File: src/common/sqs_params.svh
//----------------------------------------------------------------------
// constants for the queue / sniff / port-three control bank
//----------------------------------------------------------------------
// holds register offsets, bit positions, reset values and weights.
// assumes it is included by bare name from rtl and testbench files.
`ifndef SQS_PARAMS_SVH
`define SQS_PARAMS_SVH

// register offsets on the host register port
`define SQS_ADDR_GC3      8'h05
`define SQS_ADDR_GC4      8'h06

// bit positions inside the control registers
`define SQS_BIT_WFQ       3
`define SQS_BIT_SNIFF     0
`define SQS_BIT_DUPLEX    6
`define SQS_BIT_FLOWC     5

// reserved bits that read zero and drop writes
`define SQS_BIT_RSV3_4    4
`define SQS_BIT_RSV3_2    2
`define SQS_BIT_RSV3_1    1
`define SQS_BIT_RSV4_7    7

// reset values before the strap levels are loaded
`define SQS_RST_WFQ       1'h0
`define SQS_RST_SNIFF     1'h0
`define SQS_RST_DUPLEX    1'h0
`define SQS_RST_FLOWC     1'h1
`define SQS_RST_BYTE      8'h00

// base weights of queues three down to zero
`define SQS_W_Q3          4'h8
`define SQS_W_Q2          4'h4
`define SQS_W_Q1          4'h2
`define SQS_W_Q0          4'h1
`define SQS_W_NONE        4'h0

`endif

File: src/common/sqs_pkg.sv
//----------------------------------------------------------------------
// shared types for the queue / sniff / port-three control bank
//----------------------------------------------------------------------
// holds the data types used by the rtl files.
// assumes sqs_params.svh is on the include path.
package sqs_pkg;
    typedef logic [7:0]  sqs_byte_t;     // one register byte
    typedef logic [3:0]  sqs_weight_t;   // weight of one queue
    typedef logic [15:0] sqs_wvec_t;     // weights of q3..q0, q0 lowest
endpackage : sqs_pkg

File: src/rtl/sqs_ctrl.sv
//----------------------------------------------------------------------
// queue scheduling, sniff mode and port-three mii control bank
//----------------------------------------------------------------------
// holds two control registers, strap capture and the steered outputs.
// assumes a synchronous register port and synchronous strap levels.
//
// Summary of operation
// - wfq off: per-port priority method steers scheduling
// - wfq on, all busy: weights 8:4:2:1
// - empty queue weight zero, top busy gains one per empty queue
// - sniff bit one: source and destination must match
// - sniff bit zero: source or destination matches
// - duplex bit one half duplex, zero full
// - duplex reset value taken from duplex strap pin
// - flow-control bit enables port-three flow control
// - flow-control reset value taken from flow strap pin
`timescale 1ns/1ns
`include "sqs_params.svh"

module sqs_ctrl
    import sqs_pkg::*;
(
    input  wire logic       clock_i,             // 20 MHz core clock
    input  wire logic       rst_n_i,             // async reset, active low
    input  wire logic [7:0] reg_addr_i,          // register offset
    input  wire logic [7:0] reg_wdata_i,         // write data
    input  wire logic       reg_wr_i,            // write strobe, one cycle
    input  wire logic       reg_rd_i,            // read strobe, one cycle
    output sqs_byte_t       reg_rdata_o,         // read data, next cycle
    output logic            reg_rvalid_o,        // read data valid pulse
    input  wire logic       duplex_strap_pin,    // strap for half duplex
    input  wire logic       flow_ctrl_strap_pin, // strap for flow control
    input  wire logic [3:0] q_nonempty_i,        // egress queue busy flags
    input  wire logic [2:0] port_prio_mode_i,    // per-port method, ports 3..1
    output logic            wfq_active_o,        // wfq scheduling in force
    output sqs_wvec_t       q_weight_o,          // wfq weights q3..q0
    output logic [2:0]      port_prio_mode_o,    // per-port method in force
    input  wire logic       src_match_i,         // source port is sniffed
    input  wire logic       dst_match_i,         // destination port sniffed
    output logic            mirror_o,            // mirror this packet
    output logic            p3_half_duplex_o,    // port three half duplex
    output logic            p3_flow_ctrl_o       // port three flow control
);

    //------------------------------------------------------------------
    // register port decode
    //------------------------------------------------------------------

    // true when a strobe addresses the given offset
    function automatic logic hit(input logic       stb,
                                 input logic [7:0] addr,
                                 input logic [7:0] target);
        hit = stb && (addr == target);
    endfunction : hit

    logic wr_gc3;
    logic wr_gc4;
    logic strap_done_q;                           // straps loaded after reset

    // writes are held off until the straps are loaded
    assign wr_gc3 = hit(reg_wr_i, reg_addr_i, `SQS_ADDR_GC3) && strap_done_q;
    assign wr_gc4 = hit(reg_wr_i, reg_addr_i, `SQS_ADDR_GC4) && strap_done_q;

    //------------------------------------------------------------------
    // strap capture
    //------------------------------------------------------------------

    logic strap_done_d;
    logic dup_smp_q;
    logic dup_smp_d;
    logic fc_smp_q;
    logic fc_smp_d;

    // follow the straps until loaded, then freeze the sampled levels
    always_comb begin
        dup_smp_d = dup_smp_q;
        fc_smp_d  = fc_smp_q;
        if (!strap_done_q) begin
            dup_smp_d = duplex_strap_pin;
            fc_smp_d  = flow_ctrl_strap_pin;
        end
    end

    // sampled strap levels; no reset so that reset itself samples them
    always_ff @(posedge clock_i) begin
        dup_smp_q <= dup_smp_d;
        fc_smp_q  <= fc_smp_d;
    end

    // load flag set on the first edge after reset release
    always_comb begin
        strap_done_d = 1'h1;
    end

    always_ff @(posedge clock_i or negedge rst_n_i) begin
        if (!rst_n_i) begin
            strap_done_q <= 1'h0;
        end else begin
            strap_done_q <= strap_done_d;
        end
    end

    //------------------------------------------------------------------
    // control registers
    //------------------------------------------------------------------

    logic wfq_q,   wfq_d;
    logic sniff_q, sniff_d;
    logic dup_q,   dup_d;
    logic fc_q,    fc_d;

    // next values: strap load first, then software writes
    always_comb begin
        wfq_d   = wfq_q;
        sniff_d = sniff_q;
        dup_d   = dup_q;
        fc_d    = fc_q;
        if (!strap_done_q) begin
            dup_d = dup_smp_q;
            fc_d  = fc_smp_q;
        end
        if (wr_gc3) begin
            wfq_d   = reg_wdata_i[`SQS_BIT_WFQ];  // bits 4,2,1 dropped
            sniff_d = reg_wdata_i[`SQS_BIT_SNIFF];
        end
        if (wr_gc4) begin
            dup_d = reg_wdata_i[`SQS_BIT_DUPLEX]; // bit 7 dropped
            fc_d  = reg_wdata_i[`SQS_BIT_FLOWC];
        end
    end

    always_ff @(posedge clock_i or negedge rst_n_i) begin
        if (!rst_n_i) begin
            wfq_q   <= `SQS_RST_WFQ;
            sniff_q <= `SQS_RST_SNIFF;
            dup_q   <= `SQS_RST_DUPLEX;
            fc_q    <= `SQS_RST_FLOWC;
        end else begin
            wfq_q   <= wfq_d;
            sniff_q <= sniff_d;
            dup_q   <= dup_d;
            fc_q    <= fc_d;
        end
    end

    // port-three mii settings straight from the registers
    assign p3_half_duplex_o = dup_q;
    assign p3_flow_ctrl_o   = fc_q;

    //------------------------------------------------------------------
    // read path
    //------------------------------------------------------------------

    sqs_byte_t rdata_d;
    logic      rvalid_d;

    // reserved and foreign bits read as zero
    always_comb begin
        rvalid_d = reg_rd_i;
        rdata_d  = `SQS_RST_BYTE;
        if (hit(reg_rd_i, reg_addr_i, `SQS_ADDR_GC3)) begin
            rdata_d[`SQS_BIT_WFQ]   = wfq_q;
            rdata_d[`SQS_BIT_SNIFF] = sniff_q;
        end else if (hit(reg_rd_i, reg_addr_i, `SQS_ADDR_GC4)) begin
            rdata_d[`SQS_BIT_DUPLEX] = dup_q;
            rdata_d[`SQS_BIT_FLOWC]  = fc_q;
        end
    end

    always_ff @(posedge clock_i or negedge rst_n_i) begin
        if (!rst_n_i) begin
            reg_rdata_o  <= `SQS_RST_BYTE;
            reg_rvalid_o <= 1'h0;
        end else begin
            reg_rdata_o  <= rdata_d;
            reg_rvalid_o <= rvalid_d;
        end
    end

    //------------------------------------------------------------------
    // scheduling and mirroring
    //------------------------------------------------------------------

    sqs_wvec_t  wfq_w;
    sqs_wvec_t  weight_d;
    logic [2:0] prio_d;
    logic       mirror_d;

    sqs_wfq_weights u_weights (
        .nonempty_i (q_nonempty_i),
        .weight_o   (wfq_w)
    );

    // pick wfq weights or per-port method, and the sniff match
    always_comb begin
        weight_d = wfq_q ? wfq_w : '0;
        prio_d   = wfq_q ? 3'h0 : port_prio_mode_i;
        if (sniff_q) begin
            mirror_d = src_match_i && dst_match_i;
        end else begin
            mirror_d = src_match_i || dst_match_i;
        end
    end

    always_ff @(posedge clock_i or negedge rst_n_i) begin
        if (!rst_n_i) begin
            q_weight_o       <= '0;
            port_prio_mode_o <= 3'h0;
            wfq_active_o     <= 1'h0;
            mirror_o         <= 1'h0;
        end else begin
            q_weight_o       <= weight_d;
            port_prio_mode_o <= prio_d;
            wfq_active_o     <= wfq_q;
            mirror_o         <= mirror_d;
        end
    end
endmodule : sqs_ctrl

File: src/rtl/sqs_wfq_weights.sv
//----------------------------------------------------------------------
// weighted fair queuing weight calculator
//----------------------------------------------------------------------
// holds the combinational weight table for four egress queues.
// assumes the caller registers the result.
`timescale 1ns/1ns
`include "sqs_params.svh"

module sqs_wfq_weights
    import sqs_pkg::*;
(
    input  wire logic [3:0] nonempty_i,  // queue holds packets, bit n = qn
    output sqs_wvec_t       weight_o     // weights, 4 bits per queue
);

    // base weight of one queue
    function automatic sqs_weight_t base_w(input int unsigned q);
        case (q)
            3:       base_w = `SQS_W_Q3;
            2:       base_w = `SQS_W_Q2;
            1:       base_w = `SQS_W_Q1;
            default: base_w = `SQS_W_Q0;
        endcase
    endfunction : base_w

    // empty queues get nothing, highest busy queue gains one per empty one
    always_comb begin
        sqs_weight_t extra;
        int          top;
        extra    = `SQS_W_NONE;
        top      = -1;
        weight_o = '0;
        for (int q = 0; q < 4; q++) begin
            if (nonempty_i[q]) begin
                top = q;
                weight_o[q*4 +: 4] = base_w(q);
            end else begin
                extra = extra + 4'h1;
            end
        end
        if (top >= 0) begin
            weight_o[top*4 +: 4] = weight_o[top*4 +: 4] + extra;
        end
    end

endmodule : sqs_wfq_weights

File: config.mk
export PLATFORM = sky130hd
export DESIGN_NAME = sqs_ctrl
export DESIGN_NICKNAME = d
export VERILOG_FILES = /design/src/common/sqs_pkg.sv /design/src/rtl/sqs_ctrl.sv /design/src/rtl/sqs_wfq_weights.sv
export VERILOG_INCLUDE_DIRS = /design/src /design/src/common
export SDC_FILE = /design/constraint.sdc
export NUM_CORES = 1
export LEC_CHECK = 0
export BUFFER_PORTS_ARGS = -buffer_cell sky130_fd_sc_hd__buf_2
export CORE_UTILIZATION = 48
export CTS_CLUSTER_DIAMETER = 120
export DETAILED_ROUTE_END_ITERATION = 12
export GPL_ROUTABILITY_DRIVEN = 0
export PLACE_DENSITY = 0.83
export SYNTH_ARGS = -nofsm -noshare
export SYNTH_HDL_FRONTEND = slang
export SYNTH_SLANG_ARGS = --single-unit
File: constraint.sdc
create_clock -name clock_i -period 1.8 [get_ports clock_i]
set_clock_uncertainty 0.1 [all_clocks]
set_input_delay 0 -clock clock_i [delete_from_list [all_inputs] [get_ports clock_i]]
set_output_delay 0 -clock clock_i [all_outputs]
set_load 0.005 [all_outputs]
==> out/results.ini, run 1 <==
[finish]
fin_area_mm2=0.00264
fin_util_pct=83.7
diodes=0
post_route_cells_drive_above_1_share_pct=48.3
areaGrowthSynthToFinish_pct=59.4
mostFrequentLayoutCells=52 x buf_2, 29 x dfrtp_1, 29 x buf_4, 23 x nor2_1, 20 x dlygate4sd3_1
stdcell_count=303
nNetsFinal=302
final_common_cell=buf_2

[critical_path]
crit_chain=buf_8 > inv_6 > ha_4 > xnor2_2 > ha_1 > mux2_4 > fa_1 > inv_2 > or4_1 > mux2i_1
r2r_start=strap_done_q
slowest_delay_ns=0.52
cp_num_buf_inv=3
start_kind=input port
critPathSlowestCell=fa_1
cp.arrival_ns=2.18
critPathMaxFanout=3
r2r_slack_ns=0.10
crit_family=adder cells
cp-startpoint=q_nonempty_i[0]
crit_end=q_weight_o[5]
cp.depth=10
crit_path_end_kind=flip-flop
criticalPathCategory=in2reg
r2r_end=wfq_q
r2r_cells=3
crit_required_ns=1.94

[routing]
antenna_left=0
drtPass1Iterations=4
routed_wl_mm=4.99
dr.first_iter.drc_count=52
drc=0
vias=1569
post_drt_wl_per_cell_um=16.5
vias_per_cell=5.18

[clocking]
clkSinkCount=33
cts_buffers=5
htree_levels=2
clkTransAtPathRegs_ns=0.09
clock_latency_ns=0.33
cts_tree=built
ctsLongestPathBuffers=2
root_buffer=clkbuf_4

[status]
violations=setup timing
status=complete, but fails checks

[timing]
rsz0062_at_grt=yes
layout_min_cycle_time_ns=2.03
fmax_mhz=492
slew_headroom_pct=57.5
setup_slack_ns=-0.235
setup_viol_count_final=9
drv_slew=0
hold_viol=0
period_share_pct=113
tightest_slew_ns=0.638

[synth]
ys_seq_area_share_pct=50.6
ys_async_sr_fraction_pct=93.9
syn_area_mm2=0.00166
avgSynthCellArea_um2=11.1
ys_ff_latch=33
synth_edf_count=2
netlist_instances=149
yosysWarnings=0
synth_ff_type=dfrtp_1
synth_cell_types=39

[die]
rows=20
core_area_mm2=0.00315
design.portCount=63
dieHeight_um=60.7
start_util_pct=52.5
die_w_um=60.7
die_area_mm2=0.00369

[place]
io_buffers=54
detailed_place_hpwl_mm=2.78
placed_cells=270
dpl_cell_area_mm2=0.00220
place_ws_ns=-0.670

[power]
power.leakage_uw=0.00138
ir_drop_mv=0.296
power_uw=1560
power.density_mw_per_mm2=590

[global_routing]
overflow=0
grt_pass1_vias=1599
grt_usage_pct=28.6
grt_first_pass_wirelength_mm=7.19
grt_max_degree=32
antenna_found_initial=0

[flow_run]
maxCapViolCount=0

[min_path]
hold_depth=5
min_path_type=in2reg

tightest hold or removal path, delay by kind of cell:
kind | cells | cell delay, ns
buffers and inverters | 1 | 0.08
AND/OR/NAND/NOR | 4 | 0.37
power by group:
group          switching (uW)  internal (uW)
sequential               9.94            766
clock                     237            156
combinational             182            206
total                     429           1130
per-layer routing:
layer | GRT usage, % | routed length (um) | up-vias | share of wire [%]
met3 | 7.89 | 331 | 25 | 6.6
li1 | - | - | 705 | -
met4 | 17.9 | 240 | 0 | 4.8
met1 | 25.4 | 1670 | 743 | 33
met2 | 55.9 | 2750 | 96 | 55
met5 | 0 | 0 | - | 0
flip-flops by register name (all words and copies together), names as in the netlist:
name / count
mirror_o: 1
fc_smp_q: 1
p3_flow_ctrl_o: 1
reg_rvalid_o: 1
wfq_q: 1
q_weight_o: 16
reg_rdata_o: 4
port_prio_mode_o: 3
sniff_q: 1
dup_smp_q: 1
strap_done_q: 1
p3_half_duplex_o: 1
wfq_active_o: 1
per-stage QoR:
stage | setup TNS [ns] | hold WS (ns)
floorplan | -1.28 | -0.396
global placement | -6.90 | -0.0482
detailed placement | -7.02 | -0.0453
CTS | -0.581 | 0.0113
global route | -1.60 | 0.0467
finish | -0.897 | 0.0496
cell type report:
type / instances / area (um2)
repair buffers: 105 / 731
inverters: 13 / 66.3
multi-input cells: 100 / 900
clock buffers: 8 / 48.8
fillers: 154 / 514
well taps: 44 / 55.1
flip-flops and latches: 33 / 838
cells by family (layout without fill, tap and decap cells):
logic type	after synthesis	in the layout	synth area share, %
compound gates	8	8	2.87
flops	33	33	50.6
other cells	2	5	0.454
xor+xnor	5	5	2.65
simple gates	60	60	21.7
buf+inv	19	126	5.37
mux	8	8	5.52
fa+ha+maj	14	14	10.9
synthesized netlist by cell type, drive strengths merged (2+ instances only):
cell type | instances | area share, %
a21oi | 4 | 1.2
and2 | 2 | 0.91
and3 | 2 | 0.76
buf | 6 | 2.4
conb | 2 | 0.45
dfrtp | 30 | 45
edfxtp | 2 | 3.6
ha | 12 | 9.1
inv | 13 | 2.9
mux2 | 3 | 2.5
mux2i | 5 | 3.0
nand2 | 5 | 1.1
nand3 | 3 | 0.91
nand3b | 2 | 0.91
nand4 | 2 | 1.7
nor2 | 23 | 5.2
nor2b | 9 | 3.4
nor3 | 4 | 1.2
nor4b | 3 | 3.3
or2 | 2 | 0.76
xnor2 | 4 | 2.1
worst min-delay path by stage:
stage	start	end	slack [ns]
after global placement	rst_n_i	wfq_active_o	-0.05
after global routing	reg_addr_i[6]	reg_rdata_o[6]	0.05
after CTS	q_nonempty_i[3]	q_weight_o[15]	0.01
after floorplan	rst_n_i	mirror_o	-0.40
final	reg_addr_i[6]	reg_rdata_o[6]	0.05
after detailed placement	rst_n_i	port_prio_mode_o[1]	-0.05
repair_timing:
item                       4_1_cts  5_1_grt
gates resized for setup         16       16
pin swaps                        6       10
buffers inserted                 2        3
setup endpoints to repair       12       14
hold buffers                    20        0
gates cloned                     0        0
hold endpoints to repair        48        0
Power figures use the tool's default switching activity.
==> run 2, diff against run 1 <==
- clock period: 1.8 -> 1.91 ns (I/O delays scaled with it)
==> run 2 against run 1 <==
Net effect:
- the run still ends with setup timing left
- clock power decreased by 2%
- cell count up 0.66%
- design area shrank 1.3%
- routed wire length barely moved
- highest routed layer unchanged
- global-route usage fell by 0.44 points
- non-clock buffer count rose by 2
- clock-buffer cell count down 3
- total power fell by 5.7%
- core utilization fell by 1.1 points
- critical path type unchanged
- worst setup slack better by 0.096 ns
- combinational power shrank 9.8%
- critical path depth grew 3
==> out/results.ini, run 2 (synthesis gave the netlist of run 1 again) <==
[status]
status=complete, but fails checks
violations=setup timing

[timing]
setup_viol_count_final=5  ; -4
tightest_slew_ns=0.665  ; +0.0268 ns
drv_slew=0  ; unchanged
whs_ns=0.0451  ; -0.00453 ns
hold_viol=0  ; unchanged
rsz0062_at_grt=yes
period_share_pct=107
setup-tns-final_ns=-0.416  ; +0.481 ns
slew_headroom_pct=55.7  ; -1.8 points
fmax_mhz=488
setup_slack_ns=-0.139  ; +0.0958 ns
layout_min_cycle_time_ns=2.05

[critical_path]
crit_chain=buf_12 > inv_12 > buf_4 > ha_4 > nor3_1 > or2_2 > and3_1 > buf_4 > ha_1 > a21o_1 > a21oi_4 > mux2i_1 > a21oi_1
crit_family=compound AO/OA/AOI/OAI gates
cp.arrival_ns=2.16  ; -0.02 ns
crit_path_end_kind=flip-flop
criticalPathCategory=in2reg
r2r_start=strap_done_q
cp_num_buf_inv=4  ; +1
critPathSlowestCell=or2_2
slowest_delay_ns=0.28  ; -0.24 ns
critPathMaxFanout=4  ; +1
crit_path_frequent_cell=buf_4
cp-startpoint=q_nonempty_i[1]
start_kind=input port
crit_required_ns=2.03  ; +0.09 ns

[routing]
vias_per_cell=5.01  ; -3.3%
drtPass1Iterations=4  ; unchanged
antenna_left=0  ; unchanged
vias=1527  ; -2.7%
post_drt_wl_per_cell_um=16.3  ; -0.68%
dr.first_iter.drc_count=85  ; +63%
routed_wl_mm=4.99  ; about the same
drc=0  ; unchanged

[die]
design.portCount=63  ; unchanged
rows=20  ; unchanged
die_area_mm2=0.00369  ; unchanged
die_w_um=60.7  ; unchanged
dieHeight_um=60.7  ; unchanged
core_area_mm2=0.00315  ; unchanged
start_util_pct=52.5  ; unchanged

[place]
io_buffers=54  ; unchanged
detailed_place_hpwl_mm=2.72  ; -2.4%
placed_cells=269  ; -0.37%

[finish]
areaGrowthSynthToFinish_pct=57.3
fin_util_pct=82.6  ; -1.1 points
largest_register_ffs=16  ; unchanged
stdcell_count=305  ; +0.66%
fillers=172  ; +12%
final_common_cell=buf_2
largestRegisters=q_weight_o (16), reg_rdata_o (4), port_prio_mode_o (3)
nNetsFinal=304  ; +0.66%
multiInputGateArea_um2=845  ; -6.1%
diodes=0  ; unchanged
regMostFlops=q_weight_o
seq_area_um2=837  ; -0.15%
post_route_cells_drive_above_1_share_pct=46.7  ; -1.5 points
mostFrequentLayoutCells=52 x buf_2, 31 x buf_4, 30 x dfrtp_1, 22 x dlygate4sd3_1, 21 x nor2_1

[min_path]
min_path_type=in2reg
min_from=q_nonempty_i[2]

[global_routing]
grt_first_pass_wirelength_mm=7.27  ; +1.1%
grt_max_degree=32  ; unchanged
grt_usage_pct=28.2  ; -0.44 points
antenna_found_initial=0  ; unchanged
grt_pass1_vias=1545  ; -3.4%
overflow=0  ; unchanged

[clocking]
cts_tree=built
root_buffer=clkbuf_4
clkTransAtPathRegs_ns=0.10  ; about the same
htree_levels=2  ; unchanged
clock_latency_ns=0.33  ; about the same
cts_buffers=5  ; unchanged
clkSinkCount=33  ; unchanged
ctsLongestPathBuffers=2  ; unchanged

[power]
ir_drop_mv=0.357  ; +21%
power.density_mw_per_mm2=564  ; -4.5%
power.leakage_uw=0.00138  ; -0.34%
power_uw=1470  ; -5.7%

[flow_run]
maxCapViolCount=0  ; unchanged

[run 2: path summary, 6_finish.rpt]
check | to | slack, ns | cells past startpoint
worst min register to register | p3_flow_ctrl_o | 0.42 | 2
worst max-delay path | q_weight_o[15] | -0.14 | 13
worst min-delay path | q_weight_o[10] | 0.05 | 3
min in group asynchronous | p3_half_duplex_o | 0.13 | 2
worst max register to register | wfq_q | 0.14 | 3
max in group asynchronous | q_weight_o[10] | 1.14 | 2
[run 2: power by group]
| group | internal [uW] | leakage, uW | switching (uW) | total (uW) |
|---|---|---|---|---|
| Clock | 139 | 0.0000310 | 247 | 385 |
| Combinational | 187 | 0.000917 | 163 | 350 |
| Sequential | 722 | 0.000431 | 9.99 | 732 |
[run 2: worst register-to-register path, stage by stage (launching register included)]
cell	delay (ns)
dfrtp_1	0.49
nand4_4	0.16
mux2_4	0.32
dlygate4sd3_1	0.58
[run 2: layout make-up]
| class | count | area share [%] |
|---|---|---|
| Clock inverter | 3 | 0.673 |
| Inverter | 13 | 2.45 |
| Tap cell | 44 | 2.11 |
| Clock buffer | 5 | 1.44 |
| Sequential cell | 33 | 32.1 |
| Timing Repair Buffer | 107 | 28.7 |
| Multi-Input combinational cell | 100 | 32.4 |
[run 2: layer usage]
layer  track usage (%)  vias up  wire length [um]
li1                  -      707                 -
met1              30.5      717              1950
met2              52.4       84              2590
met3              5.54       19               280
met4              13.3        0               169
met5                 0        -                 0
[run 2: stage by stage]
step	worst slack (ns)	cell area, um2
CTS	-0.103	2510
finish	-0.139	2600
detailed placement	-0.600	2180
floorplan	-0.311	1710
global route	-0.191	2600
global placement	-0.520	2180
[run 2: timing repair]
| action | in CTS | in global routing |
|---|---|---|
| hold endpoints to repair | 48 | 0 |
| gates resized for setup | 9 | 13 |
| setup endpoints to repair | 7 | 10 |
| setup buffers | 2 | 4 |
| hold buffers | 22 | 0 |
| pin swaps | 6 | 15 |
==> run 3, diff against run 2 <==
==> constraint.sdc (replaced) <==
create_clock -name clock_i -period 1.91 [get_ports clock_i]
set_clock_uncertainty 0.1 [all_clocks]
set_input_delay 0.2865 -clock clock_i [delete_from_list [all_inputs] [get_ports clock_i]]
set_output_delay 0.2865 -clock clock_i [all_outputs]
set_load 0.005 [all_outputs]
==> run 3 against run 2 <==
Net effect:
- the flow still finishes with violations (setup timing)
- fmax down 9.6%
- routed wire length down 24%
- clock power down 8.8%
- worst setup slack worse by 0.22 ns
- critical path depth down 3
- sequential power about the same
- combinational power down 11%
- flip-flop and latch count unchanged
- core utilization down 4.9 points
- design area down 5.9%
- non-clock buffer count down 25
- critical path type unchanged
==> out/results.ini, run 3 (synthesis gave the netlist of run 1 again) <==
[finish]
regMostFlops=q_weight_o
largest_register_ffs=16  ; unchanged
areaGrowthSynthToFinish_pct=48.0
stdcell_count=280  ; -8.2%
diodes=0  ; unchanged
post_route_cells_drive_above_1_share_pct=52.5  ; +5.8 points
mostFrequentLayoutCells=52 x buf_2, 30 x dfrtp_1, 20 x nor2_1, 20 x buf_4, 8 x nor2b_1
largestRegisters=q_weight_o (16), reg_rdata_o (4), port_prio_mode_o (3)
final_common_cell=buf_2
fillers=210  ; +22%
nNetsFinal=279  ; -8.2%

[global_routing]
grt_max_degree=32  ; unchanged
grt_first_pass_wirelength_mm=5.69  ; -22%
antenna_found_initial=0  ; unchanged
grt_pass1_vias=1331  ; -14%
overflow=0  ; unchanged
grt_usage_pct=21.9  ; -6.3 points

[status]
status=complete, but fails checks
violations=setup timing

[clocking]
clkTransAtPathRegs_ns=0.10  ; about the same
cts_tree=built
root_buffer=clkbuf_4
clock_latency_ns=0.32  ; about the same
cts_buffers=5  ; unchanged
htree_levels=2  ; unchanged
clkSinkCount=33  ; unchanged
ctsLongestPathBuffers=2  ; unchanged

[critical_path]
start_kind=input port
cp.arrival_ns=2.42  ; +0.26 ns
critPathMaxFanout=3  ; -1
crit_path_end_kind=flip-flop
cp-startpoint=q_nonempty_i[0]
criticalPathCategory=in2reg
crit_chain=buf_8 > inv_6 > ha_4 > xnor2_2 > ha_1 > mux2_4 > fa_1 > inv_2 > or4_4 > mux2i_1
crit_required_ns=2.06  ; +0.03 ns
r2r_start=wfq_q
critPathSlowestCell=fa_1
slowest_delay_ns=0.49  ; +0.21 ns

[power]
ir_drop_mv=0.265  ; -26%
power.density_mw_per_mm2=570  ; +1.1%
power.leakage_uw=0.00128  ; -6.9%

[die]
rows=20  ; unchanged
design.portCount=63  ; unchanged
dieHeight_um=60.7  ; unchanged
die_area_mm2=0.00369  ; unchanged
die_w_um=60.7  ; unchanged
start_util_pct=52.5  ; unchanged
core_area_mm2=0.00315  ; unchanged

[timing]
hold_viol=0  ; unchanged
setup_viol_count_final=13  ; +8
tightest_slew_ns=0.645  ; -0.0203 ns
period_share_pct=119  ; +11 points
fmax_mhz=441  ; -9.6%
rsz0062_at_grt=yes
layout_min_cycle_time_ns=2.27  ; +0.217 ns
drv_slew=0  ; unchanged
setup-tns-final_ns=-1.98  ; -1.56 ns
whs_ns=0.0326  ; -0.0125 ns
setup_slack_ns=-0.356  ; -0.217 ns
slew_headroom_pct=57.0  ; +1.4 points

[routing]
dr.first_iter.drc_count=74  ; -13%
antenna_left=0  ; unchanged
drc=0  ; unchanged
vias=1369  ; -10%
drtPass1Iterations=4  ; unchanged
routed_wl_mm=3.78  ; -24%
post_drt_wl_per_cell_um=13.5  ; -17%
vias_per_cell=4.89  ; -2.3%

[place]
place_ws_ns=-0.885  ; -0.286 ns
io_buffers=54  ; unchanged
placed_cells=264  ; -1.9%
detailed_place_hpwl_mm=2.78  ; +2.4%

[flow_run]
maxCapViolCount=0  ; unchanged

[min_path]
min_path_type=in2reg
min_from=duplex_strap_pin

[run 3: layer usage]
layer	up-vias	share of wire, %	routed length [um]	track usage, %
met5	-	0	0	0
met4	0	1.6	60	7.79
met3	7	5.6	211	5.54
met2	53	57	2140	44.3
met1	649	36	1370	20.9
li1	660	-	-	-
[run 3: worst max-delay path: cells and delay by family]
family                     cells  cell delay, ns
xor gates and xnor gates       1            0.13
and+or+nand+nor                1            0.39
muxes                          2            0.43
buffers and inverters          3            0.19
adders and majority gates      3            0.98
[run 3: layout make-up]
cell class	count	area, um2	area share, %
clock buffer	5	37.5	1.53
clock inverter	3	12.5	0.511
inverter	13	68.8	2.81
multi-input combinational	100	906	37.0
sequential	33	837	34.2
tap	44	55.1	2.25
timing repair buffer	82	533	21.8
[run 3: final timing paths]
kind / endpoint / depth (start not counted) / slack [ns]
max: q_weight_o[5] / 10 / -0.36
min: dup_smp_q / 1 / 0.03
max reg2reg: q_weight_o[5] / 3 / 0.35
min reg2reg: reg_rdata_o[5] / 2 / 0.39
max in group asynchronous: q_weight_o[0] / 2 / 0.87
min in group asynchronous: reg_rdata_o[5] / 2 / 0.41
[run 3: repair_timing]
item | CTS | global route
cloned | 0 | 0
gates resized for setup | 21 | 18
endpoints found under the hold margin | 31 | 0
setup endpoints to repair | 14 | 15
pin swaps | 19 | 19
hold buffers | 2 | 0
buffers inserted | 5 | 2
[run 3: power breakdown]
| part | internal (uW) | switching (uW) | total [uW] | leakage [uW] |
|---|---|---|---|---|
| sequential | 722 | 9.82 | 732 | 0.000431 |
| clock | 133 | 219 | 351 | 0.0000300 |
| combinational | 163 | 150 | 312 | 0.000823 |
[run 3: metrics by stage]
step / power (uW) / util [%] / instance area (um2)
after floorplan: 891 / - / 1740
after global placement: 1000 / 68.8 / 2170
after detailed placement: 1010 / 68.8 / 2170
after CTS: 1390 / 75.0 / 2360
after global routing: 1470 / 77.7 / 2450
final: 1400 / 77.7 / 2450
